[src/common/isp_defs.svh]
`ifndef ISP_DEFS_SVH
`define ISP_DEFS_SVH

// Mode select codes
`define ISP_MODE_MASTER     4'h8
`define ISP_MODE_FW_MASTER  4'hB
`define ISP_MODE_SLV7       4'h6
`define ISP_MODE_SLV10      4'h7
`define ISP_MODE_SLV7_SP    4'hE
`define ISP_MODE_SLV10_SP   4'hF

// Byte framing
`define ISP_ADDR10_PREFIX   5'h1E
`define ISP_LAST_BIT        4'h8
`define ISP_ACK_BIT         4'h9
`define ISP_CNT_ZERO        4'h0
`define ISP_CNT_ONE         4'h1

// Reset values
`define ISP_BYTE_RST        8'h00
`define ISP_CKP_RST         1'b1

`endif

[src/common/isp_pkg.sv]
package isp_pkg;

  typedef enum logic [1:0] {st_idle, st_rx, st_tx} isp_state_t;

  typedef enum logic [1:0] {kind_addr_hi, kind_addr_lo, kind_data} isp_kind_t;

  // Status flags seen by software
  typedef struct packed {
    logic data_not_addr;
    logic stop_seen;
    logic start_seen;
    logic read_dir;
    logic addr_update_flag;
    logic buffer_full_flag;
  } isp_status_t;

  // Open-drain pin drive
  typedef struct packed {
    logic scl_o;
    logic scl_oe;
    logic sda_o;
    logic sda_oe;
  } isp_pins_t;

endpackage

[src/logic/isp_slave_port.sv]
`timescale 1ns/1ps
`include "isp_defs.svh"

module isp_fifo #(
  parameter int WIDTH = 8,
  parameter int DEPTH = 16
) (
  // Clock and reset
  input wire logic clk,
  input wire logic srst,
  // Fill side
  input wire logic in_valid,
  output logic in_ready,
  input wire logic [WIDTH-1:0] in_data,
  // Drain side
  output logic out_valid,
  input wire logic out_ready,
  output logic [WIDTH-1:0] out_data
);
  localparam int AW = $clog2(DEPTH);
  localparam int CW = $clog2(DEPTH + 1);
  localparam logic [CW-1:0] FULL_CNT = CW'(DEPTH);
  localparam logic [AW-1:0] LAST_PTR = AW'(DEPTH - 1);

  logic [WIDTH-1:0] mem [DEPTH];
  logic [AW-1:0] wr_ptr_reg;
  logic [AW-1:0] rd_ptr_reg;
  logic [CW-1:0] count_reg;
  logic out_valid_reg;
  logic [WIDTH-1:0] out_data_reg;

  wire push = in_valid && in_ready;
  wire pop = (count_reg != '0) && (!out_valid_reg || out_ready);

  function automatic logic [AW-1:0] ptr_inc(input logic [AW-1:0] p);
    ptr_inc = (p == LAST_PTR) ? '0 : p + 1'b1;
  endfunction

  assign in_ready = count_reg != FULL_CNT;
  assign out_valid = out_valid_reg;
  assign out_data = out_data_reg;

  always_ff @(posedge clk)
  begin
    if (push)
      mem[wr_ptr_reg] <= in_data;
  end

  always_ff @(posedge clk)
  begin
    if (srst)
    begin
      wr_ptr_reg <= '0;
      rd_ptr_reg <= '0;
      count_reg <= '0;
      out_valid_reg <= 1'b0;
      out_data_reg <= '0;
    end
    else
    begin
      if (push)
        wr_ptr_reg <= ptr_inc(wr_ptr_reg);
      if (pop)
      begin
        rd_ptr_reg <= ptr_inc(rd_ptr_reg);
        out_data_reg <= mem[rd_ptr_reg];
      end
      count_reg <= count_reg + CW'(push) - CW'(pop);
      if (pop)
        out_valid_reg <= 1'b1;
      else if (out_ready)
        out_valid_reg <= 1'b0;
    end
  end
endmodule

module isp_slave_port
  import isp_pkg::*;
#(
  parameter int FIFO_DEPTH = 16
) (
  // Clock and reset
  input wire logic clk,
  input wire logic srst,
  // Configuration
  input wire logic port_enable_bit,
  input wire logic [3:0] mode_select_field,
  input wire logic rx_stretch_enable,
  input wire logic [1:0] pin_direction_reg,
  // Software strobes
  input wire logic addr_wr,
  input wire logic [7:0] addr_wr_data,
  input wire logic tx_wr,
  input wire logic [7:0] tx_wr_data,
  input wire logic buf_rd,
  input wire logic ckp_set,
  input wire logic irq_clear,
  input wire logic ov_clear,
  // Received bytes
  output logic rx_valid,
  input wire logic rx_ready,
  output logic [7:0] rx_data,
  // Status
  output isp_status_t port_status_reg,
  output logic overflow_flag,
  output logic port_irq_flag,
  output logic clock_release_bit,
  output logic [7:0] own_address_reg,
  // Bus pins
  input wire logic scl_in,
  input wire logic sda_in,
  output isp_pins_t pins
);
  isp_state_t state_reg, state_next;
  isp_kind_t kind_reg, kind_next;
  isp_status_t stat_reg, stat_next;
  logic [3:0] cnt_reg, cnt_next;
  logic [7:0] sr_reg, sr_next;
  logic [7:0] buf_reg, buf_next;
  logic [7:0] addr_reg, addr_next;
  logic ov_reg, ov_next;
  logic irq_reg, irq_next;
  logic ckp_reg, ckp_next;
  logic ack_reg, ack_next;
  logic lo_ok_reg, lo_ok_next;
  isp_pins_t pins_reg, pins_next;
  logic scl_meta, scl_sync, scl_prev;
  logic sda_meta, sda_sync, sda_prev;
  logic fifo_ready;

  // Bus edges from synchronised pins
  wire scl_rise = scl_sync && !scl_prev;
  wire scl_fall = !scl_sync && scl_prev;
  wire bus_start = scl_sync && scl_prev && sda_prev && !sda_sync;
  wire bus_stop = scl_sync && scl_prev && !sda_prev && sda_sync;

  // Mode decode
  wire mode_s7 = mode_select_field == `ISP_MODE_SLV7;
  wire mode_s10 = mode_select_field == `ISP_MODE_SLV10;
  wire mode_s7sp = mode_select_field == `ISP_MODE_SLV7_SP;
  wire mode_s10sp = mode_select_field == `ISP_MODE_SLV10_SP;
  wire mode_mst = mode_select_field == `ISP_MODE_MASTER ||
                  mode_select_field == `ISP_MODE_FW_MASTER;
  wire ten_bit = mode_s10 || mode_s10sp;
  wire sp_irq = mode_s7sp || mode_s10sp;
  wire slave = mode_s7 || mode_s10 || mode_s7sp || mode_s10sp;
  // Master modes are recognised but leave the slave engine idle
  wire i2c_mode = slave || mode_mst;
  wire pins_input = &pin_direction_reg;
  wire active = port_enable_bit && slave;
  wire drive_ok = port_enable_bit && i2c_mode && pins_input;

  // Byte framing
  wire rx_eval = state_reg == st_rx && scl_fall && cnt_reg == `ISP_LAST_BIT;
  wire rx_end = state_reg == st_rx && scl_fall && cnt_reg == `ISP_ACK_BIT;
  wire tx_ack = state_reg == st_tx && scl_rise && cnt_reg == `ISP_LAST_BIT;
  wire tx_end = state_reg == st_tx && scl_fall && cnt_reg == `ISP_ACK_BIT;
  wire blocked = stat_reg.buffer_full_flag || ov_reg;
  wire rd_take = buf_rd && fifo_ready;

  // Address compare on bits 7:1; the low address byte compares all 8 bits
  wire hi_hit = sr_reg[7:1] == addr_reg[7:1] &&
                (!ten_bit || sr_reg[7:3] == `ISP_ADDR10_PREFIX) &&
                (!ten_bit || !sr_reg[0] || lo_ok_reg);
  wire byte_hit = kind_reg == kind_data ||
                  (kind_reg == kind_addr_lo && sr_reg == addr_reg) ||
                  (kind_reg == kind_addr_hi && hi_hit);
  wire tx_bit_low = state_next == st_tx && cnt_next < `ISP_LAST_BIT &&
                    (stat_next.buffer_full_flag || cnt_next != `ISP_CNT_ZERO)
                    && !sr_next[7];

  always_comb
  begin
    state_next = state_reg;
    kind_next = kind_reg;
    stat_next = stat_reg;
    cnt_next = cnt_reg;
    sr_next = sr_reg;
    buf_next = buf_reg;
    addr_next = addr_reg;
    ov_next = ov_reg;
    irq_next = irq_reg;
    ckp_next = ckp_reg;
    ack_next = ack_reg;
    lo_ok_next = lo_ok_reg;
    // Software side first so that hardware events win a same-cycle clear
    if (irq_clear)
      irq_next = 1'b0;
    if (ov_clear)
      ov_next = 1'b0;
    if (rd_take)
      stat_next.buffer_full_flag = 1'b0;
    if (ckp_set)
      ckp_next = 1'b1;
    if (addr_wr)
    begin
      addr_next = addr_wr_data;
      stat_next.addr_update_flag = 1'b0;
    end
    if (tx_wr)
    begin
      buf_next = tx_wr_data;
      sr_next = tx_wr_data;
      stat_next.buffer_full_flag = 1'b1;
    end
    if (!active)
    begin
      state_next = st_idle;
      stat_next.start_seen = 1'b0;
      stat_next.stop_seen = 1'b0;
      stat_next.addr_update_flag = 1'b0;
      ack_next = 1'b0;
      lo_ok_next = 1'b0;
      ckp_next = `ISP_CKP_RST;
    end
    else if (bus_start)
    begin
      state_next = st_rx;
      kind_next = kind_addr_hi;
      cnt_next = `ISP_CNT_ZERO;
      stat_next.start_seen = 1'b1;
      stat_next.stop_seen = 1'b0;
      ack_next = 1'b0;
      if (sp_irq)
        irq_next = 1'b1;
    end
    else if (bus_stop)
    begin
      state_next = st_idle;
      stat_next.stop_seen = 1'b1;
      stat_next.start_seen = 1'b0;
      lo_ok_next = 1'b0;
      ack_next = 1'b0;
      if (sp_irq)
        irq_next = 1'b1;
    end
    else
    begin
      unique case (state_reg)
        st_idle:
        begin
        end
        st_rx:
        begin
          if (scl_rise && cnt_reg < `ISP_LAST_BIT)
            sr_next = {sr_reg[6:0], sda_sync};
          if (scl_rise)
            cnt_next = cnt_reg + `ISP_CNT_ONE;
          if (rx_eval && !byte_hit)
            state_next = st_idle;
          else if (rx_eval && blocked)
          begin
            // Keep a same-cycle overflow clear unless this byte overflows
            ov_next = ov_next || stat_reg.buffer_full_flag;
          end
          else if (rx_eval)
          begin
            ack_next = 1'b1;
            buf_next = sr_reg;
            stat_next.buffer_full_flag = 1'b1;
            stat_next.data_not_addr = kind_reg == kind_data;
            if (kind_reg == kind_addr_hi)
              stat_next.read_dir = sr_reg[0];
          end
          if (rx_end)
          begin
            ack_next = 1'b0;
            cnt_next = `ISP_CNT_ZERO;
            irq_next = 1'b1;
            unique case (kind_reg)
              kind_addr_hi:
                if (stat_reg.read_dir)
                begin
                  state_next = st_tx;
                  ckp_next = 1'b0;
                  // Full stays set; idle shifter keeps SDA released
                  sr_next = '1;
                end
                else if (ten_bit)
                begin
                  stat_next.addr_update_flag = 1'b1;
                  kind_next = kind_addr_lo;
                end
                else
                  kind_next = kind_data;
              kind_addr_lo:
              begin
                stat_next.addr_update_flag = 1'b1;
                kind_next = kind_data;
                lo_ok_next = 1'b1;
              end
              kind_data:
                if (rx_stretch_enable && stat_next.buffer_full_flag)
                  ckp_next = 1'b0;
            endcase
          end
        end
        st_tx:
        begin
          if (scl_fall && cnt_reg < `ISP_LAST_BIT)
          begin
            sr_next = {sr_reg[6:0], 1'b1};
            cnt_next = cnt_reg + `ISP_CNT_ONE;
            stat_next.buffer_full_flag = 1'b0;
          end
          if (tx_ack && sda_sync)
          begin
            state_next = st_idle;
            stat_next = '0;
            lo_ok_next = 1'b0;
          end
          else if (tx_ack)
            cnt_next = `ISP_ACK_BIT;
          if (tx_end)
          begin
            irq_next = 1'b1;
            cnt_next = `ISP_CNT_ZERO;
            stat_next.data_not_addr = 1'b1;
            if (!stat_next.buffer_full_flag)
              ckp_next = 1'b0;
          end
        end
      endcase
    end
    // Clear release bit or pending address update holds SCL
    pins_next.scl_o = 1'b0;
    pins_next.sda_o = 1'b0;
    pins_next.scl_oe = drive_ok && active &&
                       (!ckp_next || stat_next.addr_update_flag);
    pins_next.sda_oe = drive_ok && active && (ack_next || tx_bit_low);
  end

  always_ff @(posedge clk)
  begin
    scl_meta <= scl_in;
    scl_sync <= scl_meta;
    scl_prev <= scl_sync;
    sda_meta <= sda_in;
    sda_sync <= sda_meta;
    sda_prev <= sda_sync;
  end

  always_ff @(posedge clk)
  begin
    if (srst)
    begin
      state_reg <= st_idle;
      kind_reg <= kind_addr_hi;
      stat_reg <= '0;
      cnt_reg <= `ISP_CNT_ZERO;
      sr_reg <= `ISP_BYTE_RST;
      buf_reg <= `ISP_BYTE_RST;
      addr_reg <= `ISP_BYTE_RST;
      ov_reg <= 1'b0;
      irq_reg <= 1'b0;
      ckp_reg <= `ISP_CKP_RST;
      ack_reg <= 1'b0;
      lo_ok_reg <= 1'b0;
      pins_reg <= '0;
    end
    else
    begin
      state_reg <= state_next;
      kind_reg <= kind_next;
      stat_reg <= stat_next;
      cnt_reg <= cnt_next;
      sr_reg <= sr_next;
      buf_reg <= buf_next;
      addr_reg <= addr_next;
      ov_reg <= ov_next;
      irq_reg <= irq_next;
      ckp_reg <= ckp_next;
      ack_reg <= ack_next;
      lo_ok_reg <= lo_ok_next;
      pins_reg <= pins_next;
    end
  end

  // Reading the buffer moves the byte into the queue; a full queue
  // refuses the read so the flag stays set and the next byte is not acknowledged
  isp_fifo #(
    .WIDTH(8),
    .DEPTH(FIFO_DEPTH)
  ) u_fifo (
    .clk(clk),
    .srst(srst),
    .in_valid(buf_rd),
    .in_ready(fifo_ready),
    .in_data(buf_reg),
    .out_valid(rx_valid),
    .out_ready(rx_ready),
    .out_data(rx_data)
  );

  assign port_status_reg = stat_reg;
  assign overflow_flag = ov_reg;
  assign port_irq_flag = irq_reg;
  assign clock_release_bit = ckp_reg;
  assign own_address_reg = addr_reg;
  assign pins = pins_reg;
endmodule

[config.mk]
export PLATFORM = sky130hd
export DESIGN_NAME = isp_slave_port
export DESIGN_NICKNAME = d
export VERILOG_FILES = /design/src/common/isp_pkg.sv /design/src/logic/isp_slave_port.sv
export VERILOG_INCLUDE_DIRS = /design/src /design/src/common
export SDC_FILE = /design/constraint.sdc
export NUM_CORES = 1
export LEC_CHECK = 0
export ABC_AREA = 1
export BUFFER_PORTS_ARGS = -buffer_cell sky130_fd_sc_hd__buf_2
export CORE_MARGIN = 5
export CORE_UTILIZATION = 58
export DETAILED_ROUTE_END_ITERATION = 7
export PLACE_DENSITY = 0.73
export SLEW_MARGIN = 20
export SYNTH_ARGS = -nofsm -noshare
export SYNTH_HDL_FRONTEND = slang
export SYNTH_SLANG_ARGS = --single-unit
[constraint.sdc]
create_clock -name clk -period 3 [get_ports clk]
set_clock_uncertainty 0.05 [all_clocks]
set_input_delay 0.3 -clock clk [delete_from_list [all_inputs] [get_ports clk]]
set_output_delay 0.3 -clock clk [all_outputs]
set_load 0.005 [all_outputs]
==> implementation parameters <==
Parameter                              Value

Floorplan
  Starting density of the core ... 58.8%
  Die Wd ... 134 µm
  Floorplan Core Area ... 15100 µm²
  Number of rows created at floorplan ... 45
  Die boundary height ... 134 µm
  Die Area ... 17900 µm²
  IO Pins ... 65

Clocking
  Number of buffers between clock root and the deepest sink ... 3
  Number of H-tree branching levels ... 1
  Clock Latency Late Sink ... 490 ps
  Root buf cell ... clkbuf_16
  CTS tree ... done
  Quantity of gates resized following cts ... 0
  Number of clock buffers inserted by TritonCTS ... 21
  Hold-fix buffers, CTS ... 6
  Number of buffers inserted by post-CTS setup repair ... 0
  Number of sinks driven by the clock tree ... 201
  Clock-pin slew on the worst setup and hold paths ... 60 ps

Routing
  Avg WL per Cell ... 17.9 µm
  Post-route antenna net violation count ... 0
  Per-cell via count in the routed design ... 5.82
  Remaining DRCs ... 0
  Final Routed Wirelength ... 21300 µm
  Drt first pass iters ... 5
  Initial DRC count ... 508
  Via count ... 6924

STA
  Final setup vio count ... 0
  Post-route fraction of the period consumed by the critical path ... 83.0%
  Setup TNS ... 0 ps
  Worst slew pin tran ... 951 ps
  Shortest clock period the worst path allows after layout ... 2490 ps
  Maximum achievable frequency ... 402 MHz
  Setup repair after global routing missed its margin ... false
  Fin Hold WS ... 13.1 ps
  Hold violation count in the final report ... 0
  Relative max-transition margin ... 36.4%
  Total count of max-transition violations in the final report ... 0

Synthesis
  Fraction of registers with async set/reset ... 0%
  Synthesized area per cell ... 9.64 µm²
  Register area share after synthesis ... 59.8%
  Compound-Gate Fraction of Synth Area ... 15.7%
  Number of warnings issued by yosys ... 0
  Simple-Gate Fraction of Synth Area ... 15.7%
  Synthesized-area fraction occupied by xor and xnor cells ... 0.790%
  Largest family of logic cells by synthesized area ... simple AND/OR/NAND/NOR gates
  Arithmetic-cell share of the synthesized area counting full adders, half adders and majority gates ... 2.48%
  Unique masters post-synth ... 46
  Synthesized netlist cell count ... 920
  Dominant synthesized flop cell ... edfxtp_1
  Synthesized cell area ... 8870 µm²
  Number of enable flip-flop cells after synthesis ... 128
  Total of flip-flops plus latches after synthesis ... 201
  Mux cell area share after synthesis ... 0%

Placement
  Number of port buffers ... 62
  Cell count after placement ... 1146
  Detailed Place HPWL ... 14000 µm
  Final weighted congestion in routability-driven placement ... 0.897

Finish
  Synth-to-layout area growth ... 13.4%
  Final cell count without fillers ... 1189
  Util after Layout ... 66.7%
  Register name with the most flops ... u_fifo.mem
  Fraction of final layout cells with drive strength greater than 1 ... 13.0%
  Diode count ... 0
  Final #Nets ... 1039
  Filler cell count in the final layout ... 1212
  Number of flip-flops in the largest register ... 128

Critical path
  CP Depth ... 14
  Critical path cell sequence ... inv_1 > ha_1 > nand4_1 > nand2_1 > inv_1 > ha_1 > inv_1 > ha_1 > inv_1 > fa_1 > o21ai_0 > a21oi_1 > o21ai_0 > a21oi_1
  Worst Path Buf+Inv ... 4
  Kind of launch point of the worst setup path ... register
  Reg2Reg Depth ... 14
  Cell repeated most along the worst path ... inv_1
  Required time worst endpoint ... 3320 ps
  Largest stage delay, worst path ... 410 ps
  Setup CP Type ... reg -> reg
  Maximum fanout encountered on the critical timing path ... 5
  Worst flop-to-flop path endpoint ... u_fifo.count_reg[4]$_SDFF_PP0_
  Startpoint of the lowest-slack register-to-register path ... u_fifo.count_reg[2]$_SDFF_PP0_
  Crit path max-delay family ... adder cells
  Crit-path slowest cell ... fa_1
  Data arrival time of the critical path ... 2810 ps
  Register-to-register path setup slack ... 510 ps
  Kind of end point of the critical path ... register

Worst hold path
  Number of cells traversed by the worst hold path ... 3
  Start point of the worst min-delay path ... addr_wr_data[5]
  Class of the tightest hold or removal check ... in -> reg
  Destination of the worst hold path ... own_address_reg[5]$_SDFFE_PP0P_

Pwr
  Reported leakage power ... 3.78 nW
  Ratio of total power to cell area ... 725 nW/µm²
  Worst IR Drop VDD ... 0.000498 V
  Overall power of the completed layout ... 0.00729 W

GRT
  Routing layer with the top usage in global route ... met2
  Antenna violations before repair ... 0
  Global routing usage on met2 ... 38.4%
  Grt met1 use ... 31.2%
  Wire length of the first global-routing pass ... 33400 µm
  Vias in the first global route ... 6432
  Met3 Resource Use GR ... 3.70%
  Total routing usage reported by global routing ... 23.2%
  Final global-route overflow total ... 0
  Largest net degree at the start of global routing ... 68

Status
  Status ... complete, no violations

Flow run
  Number of max-capacitance violations reported ... 0
worst max path at each step:
stage / start / to / slack [ps]
3_5_place_dp: u_fifo.count_reg[2]$_SDFF_PP0_ / u_fifo.count_reg[4]$_SDFF_PP0_ / 490
3_3_place_gp: u_fifo.count_reg[3]$_SDFF_PP0_ / u_fifo.count_reg[4]$_SDFF_PP0_ / 560
2_1_floorplan: u_fifo.count_reg[2]$_SDFF_PP0_ / u_fifo.count_reg[4]$_SDFF_PP0_ / 380
5_1_grt: u_fifo.count_reg[2]$_SDFF_PP0_ / u_fifo.count_reg[4]$_SDFF_PP0_ / 230
6_report: u_fifo.count_reg[2]$_SDFF_PP0_ / u_fifo.count_reg[4]$_SDFF_PP0_ / 510
4_1_cts: u_fifo.count_reg[2]$_SDFF_PP0_ / u_fifo.count_reg[4]$_SDFF_PP0_ / 500
power by group:
| group | total (W) | internal, W | switching, W | leakage, nW |
|---|---|---|---|---|
| Sequential | 0.00325 | 0.00313 | 0.000124 | 1.78 |
| Combinational | 0.00163 | 0.000543 | 0.00109 | 1.70 |
| Clock | 0.00240 | 0.00137 | 0.00103 | 0.296 |
synth_stat cells (all sizes together), types with 2 or more instances:
library cell  instances  area share [%]
nand4                 6            0.49
a31oi                 9            0.64
o21ai               123             6.9
buf                   4            0.27
xnor2                 5            0.49
nor2                137             6.1
edfxtp              128              43
clkinv                5            0.23
nand2               131             5.6
o221ai               25             2.5
o21a                  2            0.17
inv                  82             3.5
nor3                 12            0.92
ha                   16             2.3
xor2                  3            0.30
dfxtp                73              16
a21oi                45             2.5
clkbuf               35             1.5
nand3                41             2.4
o211ai               18             1.5
o22ai                 8            0.56
metal layers:
| metal | vias to the layer above | part of all wire (%) |
|---|---|---|
| li1 | 3347 | - |
| met1 | 3243 | 43 |
| met2 | 276 | 47 |
| met3 | 58 | 6.9 |
| met4 | 0 | 3.6 |
| met5 | - | 0 |
tightest hold or removal path, stage by stage:
cell and delay, ps:
buf_2 80, nor2_1 40, nor2_1 100
kinds of logic (layout without fill, tap and decap cells):
kind of cell	count (synthesis)	after routing
flip-flops	201	201
other	1	2
AO/OA/AOI/OAI	237	237
AND/OR/NAND/NOR	330	330
adder cells (fa/ha/maj)	17	17
XOR/XNOR	8	8
buffers and inverters	126	206
cell type report:
class	instances	area (µm²)	share of cell area, %
repair buffers	82	475	4.73
clock inverters	12	90.1	0.896
inverters	87	328	3.26
clock buffers	25	541	5.37
well taps	188	235	2.34
flip-flops and latches	201	5310	52.8
multi-input cells	594	3080	30.6
cells in the final DEF, fill, tap and decap left out, types with 24 or more instances in the layout:
cell type / instances
nor2_1: 132
dfxtp_1: 72
nand2_1: 128
inv_1: 75
a21oi_1: 45
o221ai_1: 24
o21ai_0: 120
nand3_1: 40
buf_2: 62
edfxtp_1: 128
through the flow:
stage / instance area, µm² / setup slack (ps)
after floorplan: 8870 / 376
after global placement: 9370 / 563
after detailed placement: 9370 / 494
after CTS: 10100 / 497
after global routing: 10100 / 227
final: 10100 / 511
Power figures use the tool's default switching activity.
